File: config.mk
export PLATFORM = sky130hd
export DESIGN_NAME = bcdrtc_core
export DESIGN_NICKNAME = d
export VERILOG_FILES = /design/src/logic/bcdrtc_pkg.sv /design/src/logic/bcdrtc_core.sv
export SDC_FILE = /design/constraint.sdc
export NUM_CORES = 1
export LEC_CHECK = 0
export ABC_AREA = 1
export BUFFER_PORTS_ARGS = -buffer_cell sky130_fd_sc_hd__buf_4
export CAP_MARGIN = 20
export CELL_PAD_IN_SITES_DETAIL_PLACEMENT = 1
export CELL_PAD_IN_SITES_GLOBAL_PLACEMENT = 1
export CORE_AREA = 8 8 211 213
export DETAILED_ROUTE_END_ITERATION = 10
export DIE_AREA = 0 0 219 221
export MAX_ROUTING_LAYER = met4
export PLACE_DENSITY_LB_ADDON = 0.1
export SLEW_MARGIN = 20
export SYNTH_ARGS = -nofsm -noshare
export SYNTH_HDL_FRONTEND = slang
export SYNTH_SLANG_ARGS = --single-unit
File: constraint.sdc
create_clock -name core_clk -period 4.1 [get_ports core_clk]
set_input_delay 0.82 -clock core_clk [delete_from_list [all_inputs] [get_ports core_clk]]
set_output_delay 0.82 -clock core_clk [all_outputs]
set_load 0.02 [all_outputs]
File: src/logic/bcdrtc_pkg.sv
// Purpose: Shared constants and types for the BCD calendar timer
// Assumes: 32.768 kHz class source, prescalers 128 x 256 give one second
// Notes:   Calendar fields other than subseconds are BCD
package bcdrtc_pkg;
  typedef enum logic [1:0] {
    BCDRTC_SRC_XTAL, BCDRTC_SRC_RESON, BCDRTC_SRC_LSI, BCDRTC_SRC_HSE
  } bcdrtc_src_t;

  typedef struct packed {
    logic [14:0] subsec;
    logic [6:0]  sec;
    logic [6:0]  min;
    logic        pm;
    logic [5:0]  hour;
    logic [2:0]  wday;
    logic [5:0]  date;
    logic [4:0]  month;
    logic [7:0]  year;
  } bcdrtc_cal_t;

  // Mask bits: 0 seconds, 1 minutes, 2 hours, 3 date
  typedef struct packed {
    logic [6:0] sec;
    logic [6:0] min;
    logic       pm;
    logic [5:0] hour;
    logic [5:0] date;
    logic [3:0] mask;
  } bcdrtc_alarm_t;

  localparam logic [6:0]  BCDRTC_ASYNC_DIV = 7'h7F;
  localparam logic [14:0] BCDRTC_SYNC_DIV  = 15'h00FF;
  localparam logic [4:0]  BCDRTC_HSE_DIV   = 5'h1F;
  localparam logic [5:0]  BCDRTC_REF50_MAX = 6'h31;
  localparam logic [5:0]  BCDRTC_REF60_MAX = 6'h3B;
  localparam logic [10:0] BCDRTC_CAL_SLOT  = 11'h000;
  localparam logic [10:0] BCDRTC_INS_SLOT  = 11'h400;
  localparam int          BCDRTC_BKP_WORDS = 5;
  localparam bcdrtc_cal_t BCDRTC_CAL_RESET = '{subsec: 15'h00FF, sec: 7'h00, min: 7'h00,
                                               pm: 1'b0, hour: 6'h00, wday: 3'h1,
                                               date: 6'h01, month: 5'h01, year: 8'h00};
endpackage : bcdrtc_pkg

File: src/logic/bcdrtc_core.sv
// Purpose: BCD calendar timer with alarm, shift, calibration, tamper,
//          timestamp, mains reference and retained backup words
// Assumes: All pin inputs are asynchronous to core_clk
// Notes:   Backup words have no reset at all
//
// Functional notes
// RL1: Five 32-bit backup words, 20 bytes
// RL2: Backup words survive every reset
// RL3: Calendar subseconds to year, BCD fields
// RL4: Hours in 12-hour or 24-hour form
// RL5: Month length from month and leap year
// RL6: Programmable alarm can wake from Stop
// RL7: One-time shift by 1 to 32767 pulses
// RL8: Periodic pulse add/remove, 1 ppm calibration
// RL9: Two filtered tamper inputs, wake capable
// RL10: Timestamp copies calendar on pin or tamper
// RL11: Timestamp event can wake from Stop
// RL12: 50/60 Hz reference aligns seconds
// RL13: Clock from four selectable sources
// RL14: Alarm flag on unmasked field match
`timescale 1ns/10ps
module bcdrtc_core import bcdrtc_pkg::*; (
  input  wire logic          core_clk,
  input  wire logic          reset_n,
  input  wire logic          xtalIn,
  input  wire logic          resonIn,
  input  wire logic          lsiIn,
  input  wire logic          hseIn,
  input  wire bcdrtc_src_t   clkSel,
  input  wire logic          tamper_input_one,
  input  wire logic          tamper_input_two,
  input  wire logic          timestamp_input,
  input  wire logic          mains_reference_input,
  input  wire logic          fmt12,
  input  wire logic          setReq,
  input  wire bcdrtc_cal_t   setValue,
  input  wire bcdrtc_alarm_t alarmCfg,
  input  wire logic          alarmEn,
  input  wire logic          alarmIe,
  input  wire logic          alarmClr,
  input  wire logic          shiftReq,
  input  wire logic [14:0]   shiftAmt,
  input  wire logic          shiftAdd1s,
  input  wire logic          calPlus,
  input  wire logic [8:0]    calMinus,
  input  wire logic          refEn,
  input  wire logic          ref60,
  input  wire logic [1:0]    tampEn,
  input  wire logic [1:0]    tampLevel,
  input  wire logic [1:0]    tampFilter,
  input  wire logic          tampTsEn,
  input  wire logic          tampIe,
  input  wire logic [1:0]    tampClr,
  input  wire logic          tsEn,
  input  wire logic          tsFalling,
  input  wire logic          tsIe,
  input  wire logic          tsClr,
  input  wire logic          bkpWe,
  input  wire logic [2:0]    bkpIdx,
  input  wire logic [31:0]   bkpWdata,
  output logic [31:0]        bkpRdata,
  output bcdrtc_cal_t        calendar,
  output bcdrtc_cal_t        tsStamp,
  output logic               shiftBusy,
  output logic               alarmFlag,
  output logic [1:0]         tampFlag,
  output logic               tsFlag,
  output logic               tsOvf,
  output logic               alarmIrq,
  output logic               wakeup
);
  function automatic logic [7:0] bcdInc(input logic [7:0] v);
    bcdInc = (v[3:0] == 4'h9) ? {v[7:4] + 4'h1, 4'h0} : v + 8'h01;
  endfunction : bcdInc

  function automatic logic [5:0] monthDays(input logic [4:0] m, input logic [7:0] y);
    logic leap;
    leap = (!y[4] && (y[3:0] == 4'h0 || y[3:0] == 4'h4 || y[3:0] == 4'h8)) ||
           (y[4] && (y[3:0] == 4'h2 || y[3:0] == 4'h6)); // RL5
    if (m == 5'h02)
      monthDays = leap ? 6'h29 : 6'h28; // RL5
    else if (m == 5'h04 || m == 5'h06 || m == 5'h09 || m == 5'h11)
      monthDays = 6'h30;
    else
      monthDays = 6'h31;
  endfunction : monthDays

  // Two-stage synchronisers, then an edge history stage
  logic [7:0] pinA_reg, pinB_reg, pinC_reg, rise, fall;
  always_ff @(posedge core_clk or negedge reset_n) begin
    if (!reset_n) begin
      pinA_reg <= 8'h00;
      pinB_reg <= 8'h00;
      pinC_reg <= 8'h00;
    end else begin
      pinA_reg <= {mains_reference_input, timestamp_input, tamper_input_two,
                   tamper_input_one, hseIn, lsiIn, resonIn, xtalIn};
      pinB_reg <= pinA_reg;
      pinC_reg <= pinB_reg;
    end
  end
  assign rise = pinB_reg & ~pinC_reg;
  assign fall = ~pinB_reg & pinC_reg;

  // Time base, shift, calibration and calendar
  bcdrtc_cal_t cal_reg, cal_next;
  logic [6:0]  async_reg, async_next;
  logic [4:0]  hse_reg, hse_next;
  logic [14:0] shift_reg, shift_next;
  logic [19:0] calCnt_reg, calCnt_next;
  logic [5:0]  refCnt_reg, refCnt_next;
  logic        ins_reg, ins_next, secTickD_reg;
  logic        rawPulse, tick, secTick, refSec;

  always_comb begin
    hse_next    = hse_reg;
    rawPulse    = 1'b0;
    unique case (clkSel) // RL13
      BCDRTC_SRC_XTAL:  rawPulse = rise[0];
      BCDRTC_SRC_RESON: rawPulse = rise[1];
      BCDRTC_SRC_LSI:   rawPulse = rise[2];
      BCDRTC_SRC_HSE: begin
        if (rise[3]) begin
          hse_next = hse_reg + 5'h01;
          rawPulse = (hse_reg == BCDRTC_HSE_DIV); // RL13
        end
      end
    endcase
    calCnt_next = rawPulse ? calCnt_reg + 20'h00001 : calCnt_reg;
    // Remove calMinus pulses per 2^20, insert 512 extra when calPlus set
    ins_next = rawPulse && calPlus && calCnt_reg[10:0] == BCDRTC_INS_SLOT; // RL8
    shift_next = shift_reg;
    tick = ins_reg; // RL8
    if (rawPulse) begin
      if (shift_reg != 15'h0000)
        shift_next = shift_reg - 15'h0001; // RL7
      else if (!(calCnt_reg[10:0] == BCDRTC_CAL_SLOT && calCnt_reg[19:11] < calMinus))
        tick = 1'b1; // RL8
    end
    if (shiftReq && shift_reg == 15'h0000)
      shift_next = shiftAmt; // RL7
    refCnt_next = refCnt_reg;
    refSec      = 1'b0;
    if (refEn && rise[7]) begin
      refSec      = refCnt_reg == (ref60 ? BCDRTC_REF60_MAX : BCDRTC_REF50_MAX); // RL12
      refCnt_next = refSec ? 6'h00 : refCnt_reg + 6'h01;
    end
    cal_next  = cal_reg;
    async_next = async_reg;
    secTick   = refSec || (shiftReq && shiftAdd1s && shift_reg == 15'h0000); // RL7
    if (tick) begin
      async_next = async_reg - 7'h01;
      if (async_reg == 7'h00) begin
        async_next = BCDRTC_ASYNC_DIV;
        cal_next.subsec = cal_reg.subsec - 15'h0001; // RL3
        if (cal_reg.subsec == 15'h0000) begin
          cal_next.subsec = BCDRTC_SYNC_DIV;
          if (!refEn)
            secTick = 1'b1;
        end
      end
    end
    if (refSec) begin
      cal_next.subsec = BCDRTC_SYNC_DIV; // RL12
      async_next      = BCDRTC_ASYNC_DIV;
    end
    if (secTick) begin
      cal_next.sec = (cal_reg.sec == 7'h59) ? 7'h00 : 7'(bcdInc({1'b0, cal_reg.sec})); // RL3
      if (cal_reg.sec == 7'h59) begin
        cal_next.min = (cal_reg.min == 7'h59) ? 7'h00 : 7'(bcdInc({1'b0, cal_reg.min}));
        if (cal_reg.min == 7'h59) begin
          if (fmt12) begin // RL4
            cal_next.hour = (cal_reg.hour == 6'h12) ? 6'h01 : 6'(bcdInc({2'b00, cal_reg.hour}));
            if (cal_reg.hour == 6'h11)
              cal_next.pm = ~cal_reg.pm; // RL4
          end else begin
            cal_next.hour = (cal_reg.hour == 6'h23) ? 6'h00 : 6'(bcdInc({2'b00, cal_reg.hour}));
          end
          if (fmt12 ? (cal_reg.hour == 6'h11 && cal_reg.pm) : cal_reg.hour == 6'h23) begin
            cal_next.wday = (cal_reg.wday == 3'h7) ? 3'h1 : cal_reg.wday + 3'h1;
            if (cal_reg.date == monthDays(cal_reg.month, cal_reg.year)) begin // RL5
              cal_next.date  = 6'h01;
              cal_next.month = (cal_reg.month == 5'h12) ? 5'h01 :
                               5'(bcdInc({3'b000, cal_reg.month}));
              if (cal_reg.month == 5'h12)
                cal_next.year = (cal_reg.year == 8'h99) ? 8'h00 : bcdInc(cal_reg.year);
            end else begin
              cal_next.date = 6'(bcdInc({2'b00, cal_reg.date}));
            end
          end
        end
      end
    end
    if (setReq) begin
      cal_next   = setValue;
      async_next = BCDRTC_ASYNC_DIV;
    end
  end

  always_ff @(posedge core_clk or negedge reset_n) begin
    if (!reset_n) begin
      cal_reg      <= BCDRTC_CAL_RESET;
      async_reg    <= BCDRTC_ASYNC_DIV;
      hse_reg      <= 5'h00;
      shift_reg    <= 15'h0000;
      calCnt_reg   <= 20'h00000;
      refCnt_reg   <= 6'h00;
      ins_reg      <= 1'b0;
      secTickD_reg <= 1'b0;
    end else begin
      cal_reg      <= cal_next;
      async_reg    <= async_next;
      hse_reg      <= hse_next;
      shift_reg    <= shift_next;
      calCnt_reg   <= calCnt_next;
      refCnt_reg   <= refCnt_next;
      ins_reg      <= ins_next;
      secTickD_reg <= secTick;
    end
  end

  // Tamper filters: 0 edge mode, else 2/4/8 equal samples on time base ticks
  logic [1:0] tampEv;
  genvar gi;
  generate
    for (gi = 0; gi < 2; gi++) begin : g_tamp
      logic [3:0] cnt_reg, cnt_next;
      logic       act, ev;
      assign act = pinB_reg[4 + gi] ^ ~tampLevel[gi];
      always_comb begin
        cnt_next = cnt_reg;
        ev       = 1'b0;
        if (tampFilter == 2'b00) begin
          ev = tampLevel[gi] ? rise[4 + gi] : fall[4 + gi]; // RL9
        end else if (!act) begin
          cnt_next = 4'h0;
        end else if (tick && cnt_reg != 4'hF) begin
          cnt_next = cnt_reg + 4'h1;
          ev       = (cnt_reg + 4'h1) == (4'h1 << tampFilter); // RL9
        end
      end
      always_ff @(posedge core_clk or negedge reset_n) begin
        if (!reset_n)
          cnt_reg <= 4'h0;
        else
          cnt_reg <= cnt_next;
      end
      assign tampEv[gi] = ev && tampEn[gi];
    end
  endgenerate

  // Event flags, timestamp capture and wake outputs
  bcdrtc_cal_t ts_next;
  logic        alarmHit, tsEv, alarmF_next, tsF_next, tsOvf_next;
  logic [1:0]  tampF_next;
  always_comb begin
    alarmHit = alarmEn && secTickD_reg &&
               (alarmCfg.mask[0] || alarmCfg.sec == cal_reg.sec) &&
               (alarmCfg.mask[1] || alarmCfg.min == cal_reg.min) &&
               (alarmCfg.mask[2] || (alarmCfg.hour == cal_reg.hour &&
                                     (!fmt12 || alarmCfg.pm == cal_reg.pm))) &&
               (alarmCfg.mask[3] || alarmCfg.date == cal_reg.date); // RL14
    tsEv = (tsEn && (tsFalling ? fall[6] : rise[6])) || (tampTsEn && |tampEv); // RL10
    alarmF_next = alarmHit || (alarmFlag && !alarmClr); // RL14
    tampF_next  = tampEv | (tampFlag & ~tampClr); // RL9
    tsF_next    = tsEv || (tsFlag && !tsClr);
    tsOvf_next  = (tsEv && tsFlag) || (tsOvf && !tsClr);
    ts_next     = tsEv ? cal_reg : tsStamp; // RL10
  end

  always_ff @(posedge core_clk or negedge reset_n) begin
    if (!reset_n) begin
      alarmFlag <= 1'b0;
      tampFlag  <= 2'b00;
      tsFlag    <= 1'b0;
      tsOvf     <= 1'b0;
      tsStamp   <= BCDRTC_CAL_RESET;
      calendar  <= BCDRTC_CAL_RESET;
      shiftBusy <= 1'b0;
      alarmIrq  <= 1'b0;
      wakeup    <= 1'b0;
    end else begin
      alarmFlag <= alarmF_next;
      tampFlag  <= tampF_next;
      tsFlag    <= tsF_next;
      tsOvf     <= tsOvf_next;
      tsStamp   <= ts_next;
      calendar  <= cal_next;
      shiftBusy <= shift_next != 15'h0000;
      alarmIrq  <= alarmF_next && alarmIe;
      wakeup    <= (alarmF_next && alarmIe) || (|tampF_next && tampIe) || // RL6 RL9
                   (tsF_next && tsIe); // RL11
    end
  end

  // Retained backup words: deliberately no reset branch
  logic [31:0] bkpMem [BCDRTC_BKP_WORDS]; // RL1
  always_ff @(posedge core_clk) begin
    if (bkpWe && bkpIdx < 3'(BCDRTC_BKP_WORDS))
      bkpMem[bkpIdx] <= bkpWdata; // RL2
    bkpRdata <= (bkpIdx < 3'(BCDRTC_BKP_WORDS)) ? bkpMem[bkpIdx] : 32'h0000_0000;
  end
endmodule : bcdrtc_core

==> flow_metrics.env, run 1 <==
export IMPL_run_status="completed"
export IMPL_num_rows=75
export IMPL_wp_buf_inv=0
export IMPL_cts_tree="yes"
export IMPL_cpMaxStageDelayCell="sky130_fd_sc_hd__nand2_4"
export IMPL_postSynthAreaPerCell_sq_um=9.63
export IMPL_grt_max_degree=100
export IMPL_clk_path_buf_depth=3
export IMPL_netlist_area_pre_place_sq_mm=0.0183
export IMPL_hold_path_class="primary input to asynchronous set/reset pin"
export IMPL_maxUsedRoutingLayer="met4"
export IMPL_first_iter_violations=936
export IMPL_crit_path_largest_cell_delay_ns=0.54
export IMPL_synth_ff_latch_count=403
export IMPL_yosysTopAreaCellShare_pct=26.3
export IMPL_synth_simple_gate_area_share_pct=19.8
export IMPL_relSlewSlack_pct=47.0
export IMPL_timing_final_hold_violations=0
export IMPL_synth_warnings=0
export IMPL_combinational_family_with_the_most_area_after_synthesis="simple AND/OR/NAND/NOR gates"
export IMPL_first_pass_grt_wire_length_um=90600
export IMPL_hold_worst_slack_ns=0.177
export IMPL_routed_via_density=5.30
export IMPL_finish_net_count=2456
export IMPL_portBuffers=340
export IMPL_synth_top_flop_cell="sky130_fd_sc_hd__dfrtp_1"
export IMPL_largest_delay_contributor_family_on_the_critical_path="simple AND/OR/NAND/NOR gates"
export IMPL_clock_insertion_delay_worst_skew_ns=0.58
export IMPL_finalCriticalPeriod_ns=3.08
export IMPL_vertical_extent_of_the_die_um=221
export IMPL_setup_violating_endpoint_count_in_the_final_report=0
export IMPL_grt_pass1_vias=16300
export IMPL_largest_reg_flops=160
export IMPL_cts_root_buffer="sky130_fd_sc_hd__clkbuf_16"
export IMPL_cts_htree_levels=2
export IMPL_timing_critical_path_mode_cell="sky130_fd_sc_hd__nand2_1"
export IMPL_slew_viol_final=0
export IMPL_area_growth_syn_to_layout_pct=25.7
export IMPL_layout_top_registers="bkpMem (160), calendar (58), tsStamp (58)"
export IMPL_worst_endpoint_required_ns=4.61
export IMPL_layout_drive_gt1_share_pct=22.7
export IMPL_critical_path_cell_chain="ha_1, nand2_1, nor2_1, ha_1, nand4_1, nand2_1, nand2_2, nor2_2, nand2_2, nand2_4, nand3_1, nand2_1, nand2_1, nand2_1, nand2_2, nand2_4, nand2_1, nand2_1"
export IMPL_max_flop_register="bkpMem"
export IMPL_rsz_0062_raised_after_global_routing="no"
export IMPL_mappedNetlistNets=2115
export IMPL_ys_types=55
export IMPL_cts_made_buffers=45
export IMPL_routed_wire_length_per_instance_um=20.3
export IMPL_final_period_utilization_pct=75.2
export IMPL_initial_antenna_violation_count=6
export IMPL_largest_voltage_drop_on_the_vdd_net_mv=0.500
export IMPL_vias=15000
export IMPL_track_usage_pct=24.0
export IMPL_post_synth_inst_count=1896
export IMPL_fin_worst_skew_ns=0.0144
export IMPL_routedLengthMet1_um=24000
export IMPL_detailroute_wirelength_met3_um=2870
export IMPL_initial_core_util_pct=44.2
export IMPL_synth_xor_area_share_pct=3.79
export IMPL_total_leakage_power_uw=0.0106
export IMPL_overflow=0
export IMPL_drtAntennaViolNets=0
export IMPL_gp_congestion=0.877
export IMPL_synth_fa_ha_area_share_pct=2.33
export IMPL_route_detailed_drc=0
export IMPL_post_cts_resize_count=0
export IMPL_core_area_sq_mm=0.0413
export IMPL_top_level_ports=341
export IMPL_dieWidth_um=219
export IMPL_met2RoutedLength_um=29200
export IMPL_end_kind="flop"
export IMPL_critPathArrivalTime_ns=3.59
export IMPL_drt_pre_antenna_iters=5
export IMPL_cp_max_fo=59
export IMPL_placed_area_sq_mm=0.0214
export IMPL_synth_yosys_seq_area_share_pct=58.9
export IMPL_clkSlewWorstSetupHoldPaths_ns=0.06
export IMPL_maxCapViolations=0
export IMPL_post_synth_mux_area_share_pct=0.356
export IMPL_synthArstFlopShare_pct=52.4
export IMPL_timing_worst_slew_pin_value_ns=0.792
export IMPL_worstSetupStartpointType="flop"
export IMPL_post_synth_main_area_contributors="sky130_fd_sc_hd__edfxtp_1, sky130_fd_sc_hd__dfrtp_1, sky130_fd_sc_hd__nand2_1, sky130_fd_sc_hd__dfstp_2, sky130_fd_sc_hd__nor2_1"
export IMPL_floorplan_die_area_sq_mm=0.0484
export IMPL_numClockSinks=403
export IMPL_post_cts_repair_setup_buffers=0
export IMPL_routed_wl_um=57300
export IMPL_powerDensity_mw_per_mm2=539
export IMPL_timing_fmax_mhz=325
export IMPL_worst_setup_path_type="flop to flop"
export IMPL_hpwlAfterDp_um=40600
export IMPL_cts_hold_buffers=0
export IMPL_count_of_flip_flops_with_a_built_in_enable_after_synthesis=160
export IMPL_synth_compound_gate_area_share_pct=9.38
export IMPL_post_route_cell_area_sq_mm=0.0230
export IMPL_yosysTopAreaCell="sky130_fd_sc_hd__edfxtp_1"
-- layout by cell type (no fill, tap or decap), drive strengths merged, types with 3 or more instances in the layout --
cell type,count
a21oi,39
a22oi,8
a31oi,7
a32oi,5
buf,362
bufinv,4
clkbuf,58
clkinv,16
clkinvlp,5
dfrtp,182
dfstp,29
dfxtp,32
diode,6
edfxtp,160
ha,34
inv,179
mux2,4
nand2,434
nand3,138
nand3b,3
nand4,16
nor2,201
nor3,33
nor4,8
o211ai,13
o21ai,165
o221ai,35
o22ai,6
or2,5
xnor2,22
xor2,57
-- cells in the mapped netlist (34+ instances only) --
master / instances
sky130_fd_sc_hd__nand2_1: 423
sky130_fd_sc_hd__nor2_1: 194
sky130_fd_sc_hd__dfrtp_1: 182
sky130_fd_sc_hd__inv_1: 172
sky130_fd_sc_hd__edfxtp_1: 160
sky130_fd_sc_hd__o21ai_0: 144
sky130_fd_sc_hd__nand3_1: 135
sky130_fd_sc_hd__xor2_1: 57
sky130_fd_sc_hd__clkbuf_1: 50
sky130_fd_sc_hd__a21oi_1: 35
sky130_fd_sc_hd__o221ai_1: 35
sky130_fd_sc_hd__ha_1: 34
-- cells by family (layout without fill, tap and decap cells) --
logic type	count (synthesis)	in the layout
compound gates	288	288
other cells	0	6
buf+inv	246	624
xor+xnor	79	79
fa+ha+maj	34	34
mux	6	6
simple gates	840	840
flops	403	403
-- path summary, 6_finish.rpt --
check,startpoint,to,slack [ns],depth (start not counted)
setup / recovery,hse_reg[0]$_DFFE_PN0P_,tsStamp[34]$_DFFE_PN0P_,1.02,18
hold / removal,reset_n,alarmIrq$_DFF_PN0_,0.18,1
setup reg to reg,hse_reg[0]$_DFFE_PN0P_,tsStamp[34]$_DFFE_PN0P_,1.02,18
hold reg to reg,pinA_reg[4]$_DFF_PN0_,pinB_reg[4]$_DFF_PN0_,0.35,0
max in group asynchronous,reset_n,calendar[23]$_DFFE_PN0P_,2.83,2
min in group core_clk,timestamp_input,pinA_reg[6]$_DFF_PN0_,0.35,1
-- report_power, final --
part,leakage [uW],switching [uW],internal (uW)
clock,0.000736,1700,2400
sequential,0.00430,595,4790
combinational,0.00556,1740,1150
total,0.0106,4040,8330
-- per-stage QoR --
step | total power, uW | setup TNS, ns | utilization [%] | worst slack (ns) | cells
6_report | 12400 | 0 | 55.6 | 1.02 | 2819
5_1_grt | 13000 | 0 | 55.6 | 0.689 | 2819
4_1_cts | 12500 | 0 | 55.6 | 0.959 | 2813
3_5_place_dp | 8350 | 0 | 51.9 | 0.853 | 2729
3_3_place_gp | 8210 | 0 | 51.8 | 0.972 | 2728
2_1_floorplan | 6990 | -3.81 | - | -0.0595 | 1896
-- metal layers --
metal | vias up | GRT usage, %
li1 | 7043 | -
met1 | 7497 | 28.8
met2 | 344 | 41.0
met3 | 69 | 4.17
met4 | 0 | 6.72
met5 | - | -
-- cell type report --
class | count | area, sq um
Antenna cell | 6 | 15.0
Clock buffer | 58 | 1220
Clock inverter | 26 | 305
Fill cell | 4717 | 18300
Inverter | 178 | 671
Multi-Input combinational cell | 1247 | 6560
Sequential cell | 403 | 10800
Tap cell | 539 | 674
Timing Repair Buffer | 362 | 2760
No activity file was read; power rests on OpenSTA's default activity.
==> run 2: changes to the inputs <==
--- a/config.mk
+++ b/config.mk
@@ -10,9 +10,9 @@
 export CAP_MARGIN = 20
 export CELL_PAD_IN_SITES_DETAIL_PLACEMENT = 1
 export CELL_PAD_IN_SITES_GLOBAL_PLACEMENT = 1
-export CORE_AREA = 8 8 211 213
+export CORE_AREA = 8 8 216 218
 export DETAILED_ROUTE_END_ITERATION = 10
-export DIE_AREA = 0 0 219 221
+export DIE_AREA = 0 0 224 226
 export MAX_ROUTING_LAYER = met4
 export PLACE_DENSITY_LB_ADDON = 0.1
 export SLEW_MARGIN = 20
==> constraint.sdc (replaced) <==
create_clock -name core_clk -period 2.9 [get_ports core_clk]
set_input_delay 0.58 -clock core_clk [delete_from_list [all_inputs] [get_ports core_clk]]
set_output_delay 0.58 -clock core_clk [all_outputs]
set_load 0.02 [all_outputs]
==> run 2 against run 1 <==
Core utilization down 2.2 points. Setup slack worse by 0.76 ns. Die area up 4.6%. Clock-buffer cell count up 4. Critical endpoint is now calendar[28]$_DFFE_PN0P_. Highest routed layer unchanged.
==> flow_metrics.env, run 2 (synthesized netlist as in run 1, its figures left out) <==
export IMPL_area_growth_syn_to_layout_pct=27.1
export IMPL_maxCapViolations=0
export IMPL_slew_viol_final=0
export IMPL_total_leakage_power_uw=0.0107
export IMPL_route_detailed_drc=0
export IMPL_hpwlAfterDp_um=41000
export IMPL_worst_setup_path_type="flop to flop"
export IMPL_drt_pre_antenna_iters=5
export IMPL_routed_wl_um=56700
export IMPL_met2_routing_resource_usage_after_global_routing_pct=36.8
export IMPL_fin_worst_skew_ns=0.0265
export IMPL_core_area_sq_mm=0.0435
export IMPL_layout_drive_gt1_share_pct=23.3
export IMPL_critPathArrivalTime_ns=3.08
export IMPL_routed_wire_length_per_instance_um=19.6
export IMPL_top_level_ports=341
export IMPL_cpMaxStageDelayCell="sky130_fd_sc_hd__dfrtp_1"
export IMPL_end_kind="flop"
export IMPL_finish_cell_count_without_fillers=2898
export IMPL_routed_via_density=5.16
export IMPL_setup_violating_endpoint_count_in_the_final_report=0
export IMPL_switchingPower_uw=5640
export IMPL_timing_final_hold_violations=0
export IMPL_finalCriticalPeriod_ns=2.64
export IMPL_dieWidth_um=224
export IMPL_grt_pass1_vias=15900
export IMPL_num_rows=77
export IMPL_cp_max_fo=11
export IMPL_register_area_sq_mm=0.0108
export IMPL_post_place_ws_ns=0.155
export IMPL_layout_common_cells="sky130_fd_sc_hd__nand2_1, sky130_fd_sc_hd__buf_4, sky130_fd_sc_hd__nor2_1"
export IMPL_clkSlewWorstSetupHoldPaths_ns=0.06
export IMPL_relSlewSlack_pct=53.8
export IMPL_rsz_0062_raised_after_global_routing="no"
export IMPL_grt_max_degree=70
export IMPL_drtAntennaViolNets=0
export IMPL_share_comb_of_total_power_pct=24.2
export IMPL_hold_path_class="primary input to flop"
export IMPL_num_fill_cells=4929
export IMPL_initial_core_util_pct=42.0
export IMPL_largest_voltage_drop_on_the_vdd_net_mv=0.642
export IMPL_clock_insertion_delay_worst_skew_ns=0.58
export IMPL_cts_htree_levels=2
export IMPL_portBuffers=340
export IMPL_largest_reg_flops=160
export IMPL_crit_path_largest_cell_delay_ns=0.38
export IMPL_timing_worst_slew_pin_value_ns=0.691
export IMPL_cts_root_buffer="sky130_fd_sc_hd__clkbuf_16"
export IMPL_gp_congestion=0.828
export IMPL_critical_path_cell_chain="ha_1, nand2_1, nor2_1, ha_1, nand4_1, nand2_1, nand2_2, nor2_2, nand2_2, nand2_4, nand2_4, nand3_4, nand2_4, inv_6, nand2_2, inv_1, nand2_1, nand2_1, o21ai_1"
export IMPL_netSwitchingFraction_pct=32.8
export IMPL_cts_made_buffers=44
export IMPL_internal_power_contribution_uw=11600
export IMPL_first_pass_grt_wire_length_um=87600
export IMPL_layout_top_registers="bkpMem (160), calendar (58), tsStamp (58)"
export IMPL_timing_fmax_mhz=379
export IMPL_cts_tree="yes"
export IMPL_grtUsageMet3_pct=5.19
export IMPL_post_cts_repair_setup_buffers=0
export IMPL_multiInputGateArea_sq_mm=0.00658
export IMPL_vias=14900
export IMPL_share_clk_of_total_power_pct=31.8
export IMPL_track_usage_pct=22.4
export IMPL_vertical_extent_of_the_die_um=226
export IMPL_numClockSinks=403
export IMPL_worst_endpoint_required_ns=3.34
export IMPL_seqPwrFrac_pct=44.0
export IMPL_place_inst=2810
export IMPL_max_flop_register="bkpMem"
export IMPL_initial_antenna_violation_count=6
export IMPL_use_met1_pct=27.2
export IMPL_finish_net_count=2485
export IMPL_overflow=0
export IMPL_final_core_util_pct=53.4
export IMPL_grt_busiest_layer="met2"
export IMPL_clk_path_buf_depth=3
export IMPL_worstSetupStartpointType="flop"
export IMPL_layout_cells_most_common="sky130_fd_sc_hd__nand2_1"
export IMPL_floorplan_die_area_sq_mm=0.0506
export IMPL_design_power_total_uw=17200
export IMPL_timing_critical_path_mode_cell="sky130_fd_sc_hd__nand2_1"
export IMPL_final_period_utilization_pct=91.0
export IMPL_first_iter_violations=745
export IMPL_run_status="completed"
export IMPL_powerDensity_mw_per_mm2=741
export IMPL_final_critical_path_setup_slack_ns=0.261
[run 2: cell types whose count changed in the layout (fill, tap and decap cells not counted), moves of 2 or more]
cell                         change
sky130_fd_sc_hd__buf_4          +24
sky130_fd_sc_hd__nor3_4          +4
sky130_fd_sc_hd__clkbuf_1        +6
sky130_fd_sc_hd__inv_6           +2
sky130_fd_sc_hd__clkinvlp_4      -4
sky130_fd_sc_hd__buf_12          +5
sky130_fd_sc_hd__bufinv_16       -2
sky130_fd_sc_hd__clkinv_8        -2
sky130_fd_sc_hd__nor3_2          -4
[run 2: critical path: cells and delay by family (launching register included)]
family | cells | cell delay, ns
and+or+nand+nor | 14 | 1.45
buffers and inverters | 2 | 0.28
AOI/OAI and AO/OA | 1 | 0.06
adders and majority gates | 2 | 0.34
DFF | 1 | 0.38
[run 2: path summary, 6_finish.rpt]
check,from,to,slack [ns],cells after the start
setup / recovery,hse_reg[0]$_DFFE_PN0P_,calendar[28]$_DFFE_PN0P_,0.26,19
hold / removal,xtalIn,pinA_reg[0]$_DFF_PN0_,0.10,1
setup reg to reg,hse_reg[0]$_DFFE_PN0P_,calendar[28]$_DFFE_PN0P_,0.26,19
hold reg to reg,pinA_reg[3]$_DFF_PN0_,pinB_reg[3]$_DFF_PN0_,0.34,0
max in group asynchronous,reset_n,async_reg[1]$_DFFE_PN1P_,1.58,3
min in group asynchronous,reset_n,alarmFlag$_DFF_PN0_,0.51,2
[run 2: area by class of cell]
cell class                      count  area share [%]
Timing Repair Buffer              392            13.1
Clock buffer                       62            5.21
Clock inverter                     18           0.787
Antenna cell                        6          0.0647
Tap cell                          592            3.19
Sequential cell                   403            46.4
Inverter                          178            2.90
Multi-Input combinational cell   1247            28.4
[run 2: layer usage]
metal  vias up  share of wire, %
met4         0               2.8
met2       337                49
met5         -                 0
li1       7102                 -
met1      7412                43
met3        92               5.7
[run 2: what timing repair did]
item	4_1_cts	5_1_grt
gates resized for setup	0	2
hold endpoints to repair	36	0
hold buffers	1	0
setup endpoints to repair	0	12
[run 2: power by group through the flow]
stage	Combinational, uW	Clock (uW)	Sequential (uW)
2_1_floorplan	1870	0	8010
3_3_place_gp	4050	0	7630
3_5_place_dp	4190	0	7670
4_1_cts	4220	5600	7570
5_1_grt	4630	5810	7670
6_report	4160	5460	7570
[run 2: through the flow]
stage / hold slack, ns / TNS [ns] / area (sq um)
after detailed placement: 0.342 / 0 / 21800
after global placement: 0.333 / 0 / 21800
after CTS: 0.0638 / 0 / 23200
after floorplan: 0.284 / -16.25 / 18300
final: 0.104 / 0 / 23200
after global routing: 0.0678 / 0 / 23200
==> run 3: changes to the inputs <==
==> constraint.sdc (replaced) <==
create_clock -name core_clk -period 2.6 [get_ports core_clk]
set_input_delay 0.52 -clock core_clk [delete_from_list [all_inputs] [get_ports core_clk]]
set_output_delay 0.52 -clock core_clk [all_outputs]
set_load 0.02 [all_outputs]
==> run 3 against run 2 <==
Global-route usage grew 0.70 points. Register-to-register slack lost 0.19 ns. Maximum frequency grew 4.4%. Hold slack lost 0.054 ns. Clock-buffer cell count is the same. Final area grew 3.3%. Non-clock buffer count grew 50. Clock power grew 17%. Critical path depth is the same. Flip-flop and latch count is the same. Via count grew 2.8%. First-iteration DRC count grew 17%. Critical path type unchanged. Critical endpoint is now tsStamp[35]$_DFFE_PN0P_.
==> flow_metrics.env, run 3 (synthesized netlist as in run 1, its figures left out) <==
export IMPL_netSwitchingFraction_pct=32.8
export IMPL_timing_worst_slew_pin_value_ns=1.08
export IMPL_core_area_sq_mm=0.0435
export IMPL_routed_wire_length_per_instance_um=20.1
export IMPL_powerDensity_mw_per_mm2=825
export IMPL_clkSlewWorstSetupHoldPaths_ns=0.06
export IMPL_gp_congestion=0.864
export IMPL_final_period_utilization_pct=97.2
export IMPL_routed_via_density=5.21
export IMPL_drt_pre_antenna_iters=5
export IMPL_layout_cells_most_common="sky130_fd_sc_hd__buf_4"
export IMPL_num_rows=77
export IMPL_num_fill_cells=4876
export IMPL_end_kind="flop"
export IMPL_initial_antenna_violation_count=3
export IMPL_vias=15400
export IMPL_worst_endpoint_required_ns=3.06
export IMPL_top_level_ports=341
export IMPL_total_leakage_power_uw=0.0111
export IMPL_switchingPower_uw=6490
export IMPL_grt_pass1_vias=16500
export IMPL_numClockSinks=403
export IMPL_grt_max_degree=69
export IMPL_post_place_ws_ns=-0.0169
export IMPL_portBuffers=340
export IMPL_largest_voltage_drop_on_the_vdd_net_mv=0.621
export IMPL_layout_common_cells="sky130_fd_sc_hd__buf_4, sky130_fd_sc_hd__nand2_1, sky130_fd_sc_hd__nor2_1"
export IMPL_finish_net_count=2537
export IMPL_maxCapViolations=0
export IMPL_clock_insertion_delay_worst_skew_ns=0.58
export IMPL_timing_fmax_mhz=396
export IMPL_worst_setup_path_type="flop to flop"
export IMPL_cts_tree="yes"
export IMPL_fin_worst_skew_ns=0.0157
export IMPL_relSlewSlack_pct=27.3
export IMPL_share_clk_of_total_power_pct=32.3
export IMPL_overflow=0
export IMPL_place_inst=2843
export IMPL_worstSetupStartpointType="flop"
export IMPL_run_status="completed"
export IMPL_setup_violating_endpoint_count_in_the_final_report=0
export IMPL_slew_viol_final=0
export IMPL_seqPwrFrac_pct=42.6
export IMPL_critPathArrivalTime_ns=2.99
export IMPL_finish_cell_count_without_fillers=2950
export IMPL_first_iter_violations=868
export IMPL_track_usage_pct=23.1
export IMPL_vertical_extent_of_the_die_um=226
export IMPL_timing_final_hold_violations=0
export IMPL_floorplan_die_area_sq_mm=0.0506
export IMPL_layout_top_registers="bkpMem (160), calendar (58), tsStamp (58)"
export IMPL_largest_reg_flops=160
export IMPL_area_growth_syn_to_layout_pct=31.3
export IMPL_share_comb_of_total_power_pct=25.1
export IMPL_layout_drive_gt1_share_pct=26.2
export IMPL_max_flop_register="bkpMem"
export IMPL_route_detailed_drc=0
export IMPL_clk_path_buf_depth=3
export IMPL_first_pass_grt_wire_length_um=90100
export IMPL_initial_core_util_pct=42.0
export IMPL_cts_made_buffers=45
export IMPL_cp_max_fo=8
export IMPL_hpwlAfterDp_um=42500
export IMPL_hold_path_class="primary input to flop"
export IMPL_routed_wl_um=59400
export IMPL_drtAntennaViolNets=0
export IMPL_cts_htree_levels=2
export IMPL_cts_root_buffer="sky130_fd_sc_hd__clkbuf_16"
export IMPL_finalCriticalPeriod_ns=2.53
export IMPL_final_critical_path_setup_slack_ns=0.0729
export IMPL_internal_power_contribution_uw=13300
export IMPL_dieWidth_um=224
## run 3: cell types whose count changed in the layout (fill, tap and decap cells not counted), sizes merged, moves of 2 or more
cell	change
clkbuf	+5
diode	-3
buf	+45
inv	-2
clkinv	+6
## run 3: final timing paths
kind                                         from                 endpoint  slack [ns]  depth (start not counted)
max reg2reg                hse_reg[0]$_DFFE_PN0P_  tsStamp[35]$_DFFE_PN0P_        0.07                         19
min reg2reg                 pinA_reg[7]$_DFF_PN0_    pinB_reg[7]$_DFF_PN0_        0.35                          0
max in group asynchronous                 reset_n  tsStamp[50]$_DFFE_PN1P_        1.33                          3
max                        hse_reg[0]$_DFFE_PN0P_  tsStamp[35]$_DFFE_PN0P_        0.07                         19
min in group asynchronous                 reset_n      alarmFlag$_DFF_PN0_        0.50                          2
min                              tamper_input_one    pinA_reg[4]$_DFF_PN0_        0.05                          1
## run 3: per-layer routing
metal | wire (um) | vias up | track usage (%)
met5 | 0 | - | -
met4 | 1710 | 0 | 7.50
met3 | 3050 | 87 | 4.35
met2 | 30400 | 397 | 40.1
met1 | 24300 | 7669 | 26.8
li1 | - | 7207 | -
## run 3: final cells by class
type,count,area (sq um),area share [%]
tap,592,741,3.09
inverter,178,676,2.82
multi-input combinational,1248,6730,28.1
clock buffer,62,1260,5.25
antenna,3,7.51,0.0313
sequential,403,10800,44.9
clock inverter,22,233,0.971
timing repair buffer,442,3570,14.9
## run 3: repair_timing
action | CTS | global route
setup buffers | 0 | 11
endpoints found under the hold margin | 55 | 0
hold buffers | 1 | 0
endpoints found under the setup margin | 0 | 79
resized for setup | 0 | 40
## run 3: stage by stage
stage	utilization [%]	power (uW)	area (sq um)	hold slack, ns	setup TNS, ns
3_3_place_gp	50.8	13200	22100	0.332	0
4_1_cts	54.2	19900	23600	0.0177	0
6_report	55.2	19800	24000	0.0494	0
2_1_floorplan	-	11000	18300	0.224	-18.86
3_5_place_dp	50.8	13400	22100	0.337	-0.0169
5_1_grt	55.2	20800	24000	0.0309	-0.837
## run 3: power by group through the flow
stage / Combinational, uW / Sequential [uW] / Clock (uW)
2_1_floorplan: 2090 / 8940 / 0
3_3_place_gp: 4700 / 8500 / 0
3_5_place_dp: 4870 / 8540 / 0
4_1_cts: 4920 / 8430 / 6540
5_1_grt: 5450 / 8540 / 6750
6_report: 4970 / 8430 / 6390
## run 3: worst max-delay path: stages (launching register included)
cell                        delay [ns]
sky130_fd_sc_hd__dfrtp_1          0.36
sky130_fd_sc_hd__ha_2             0.18
sky130_fd_sc_hd__nand2_1          0.05
sky130_fd_sc_hd__nor2_1           0.12
sky130_fd_sc_hd__ha_2             0.17
sky130_fd_sc_hd__nand4_1          0.11
sky130_fd_sc_hd__nand2_2          0.10
sky130_fd_sc_hd__nand2_4          0.10
sky130_fd_sc_hd__nor2_4           0.14
sky130_fd_sc_hd__nand2_2          0.09
sky130_fd_sc_hd__nand2_4          0.14
sky130_fd_sc_hd__nand3_2          0.09
sky130_fd_sc_hd__nand2_2          0.08
sky130_fd_sc_hd__nand2_2          0.07
sky130_fd_sc_hd__nand2_4          0.09
sky130_fd_sc_hd__nand2_8          0.09
sky130_fd_sc_hd__clkbuf_16        0.18
sky130_fd_sc_hd__buf_4            0.13
sky130_fd_sc_hd__nand3_1          0.07
sky130_fd_sc_hd__nand2_1          0.06
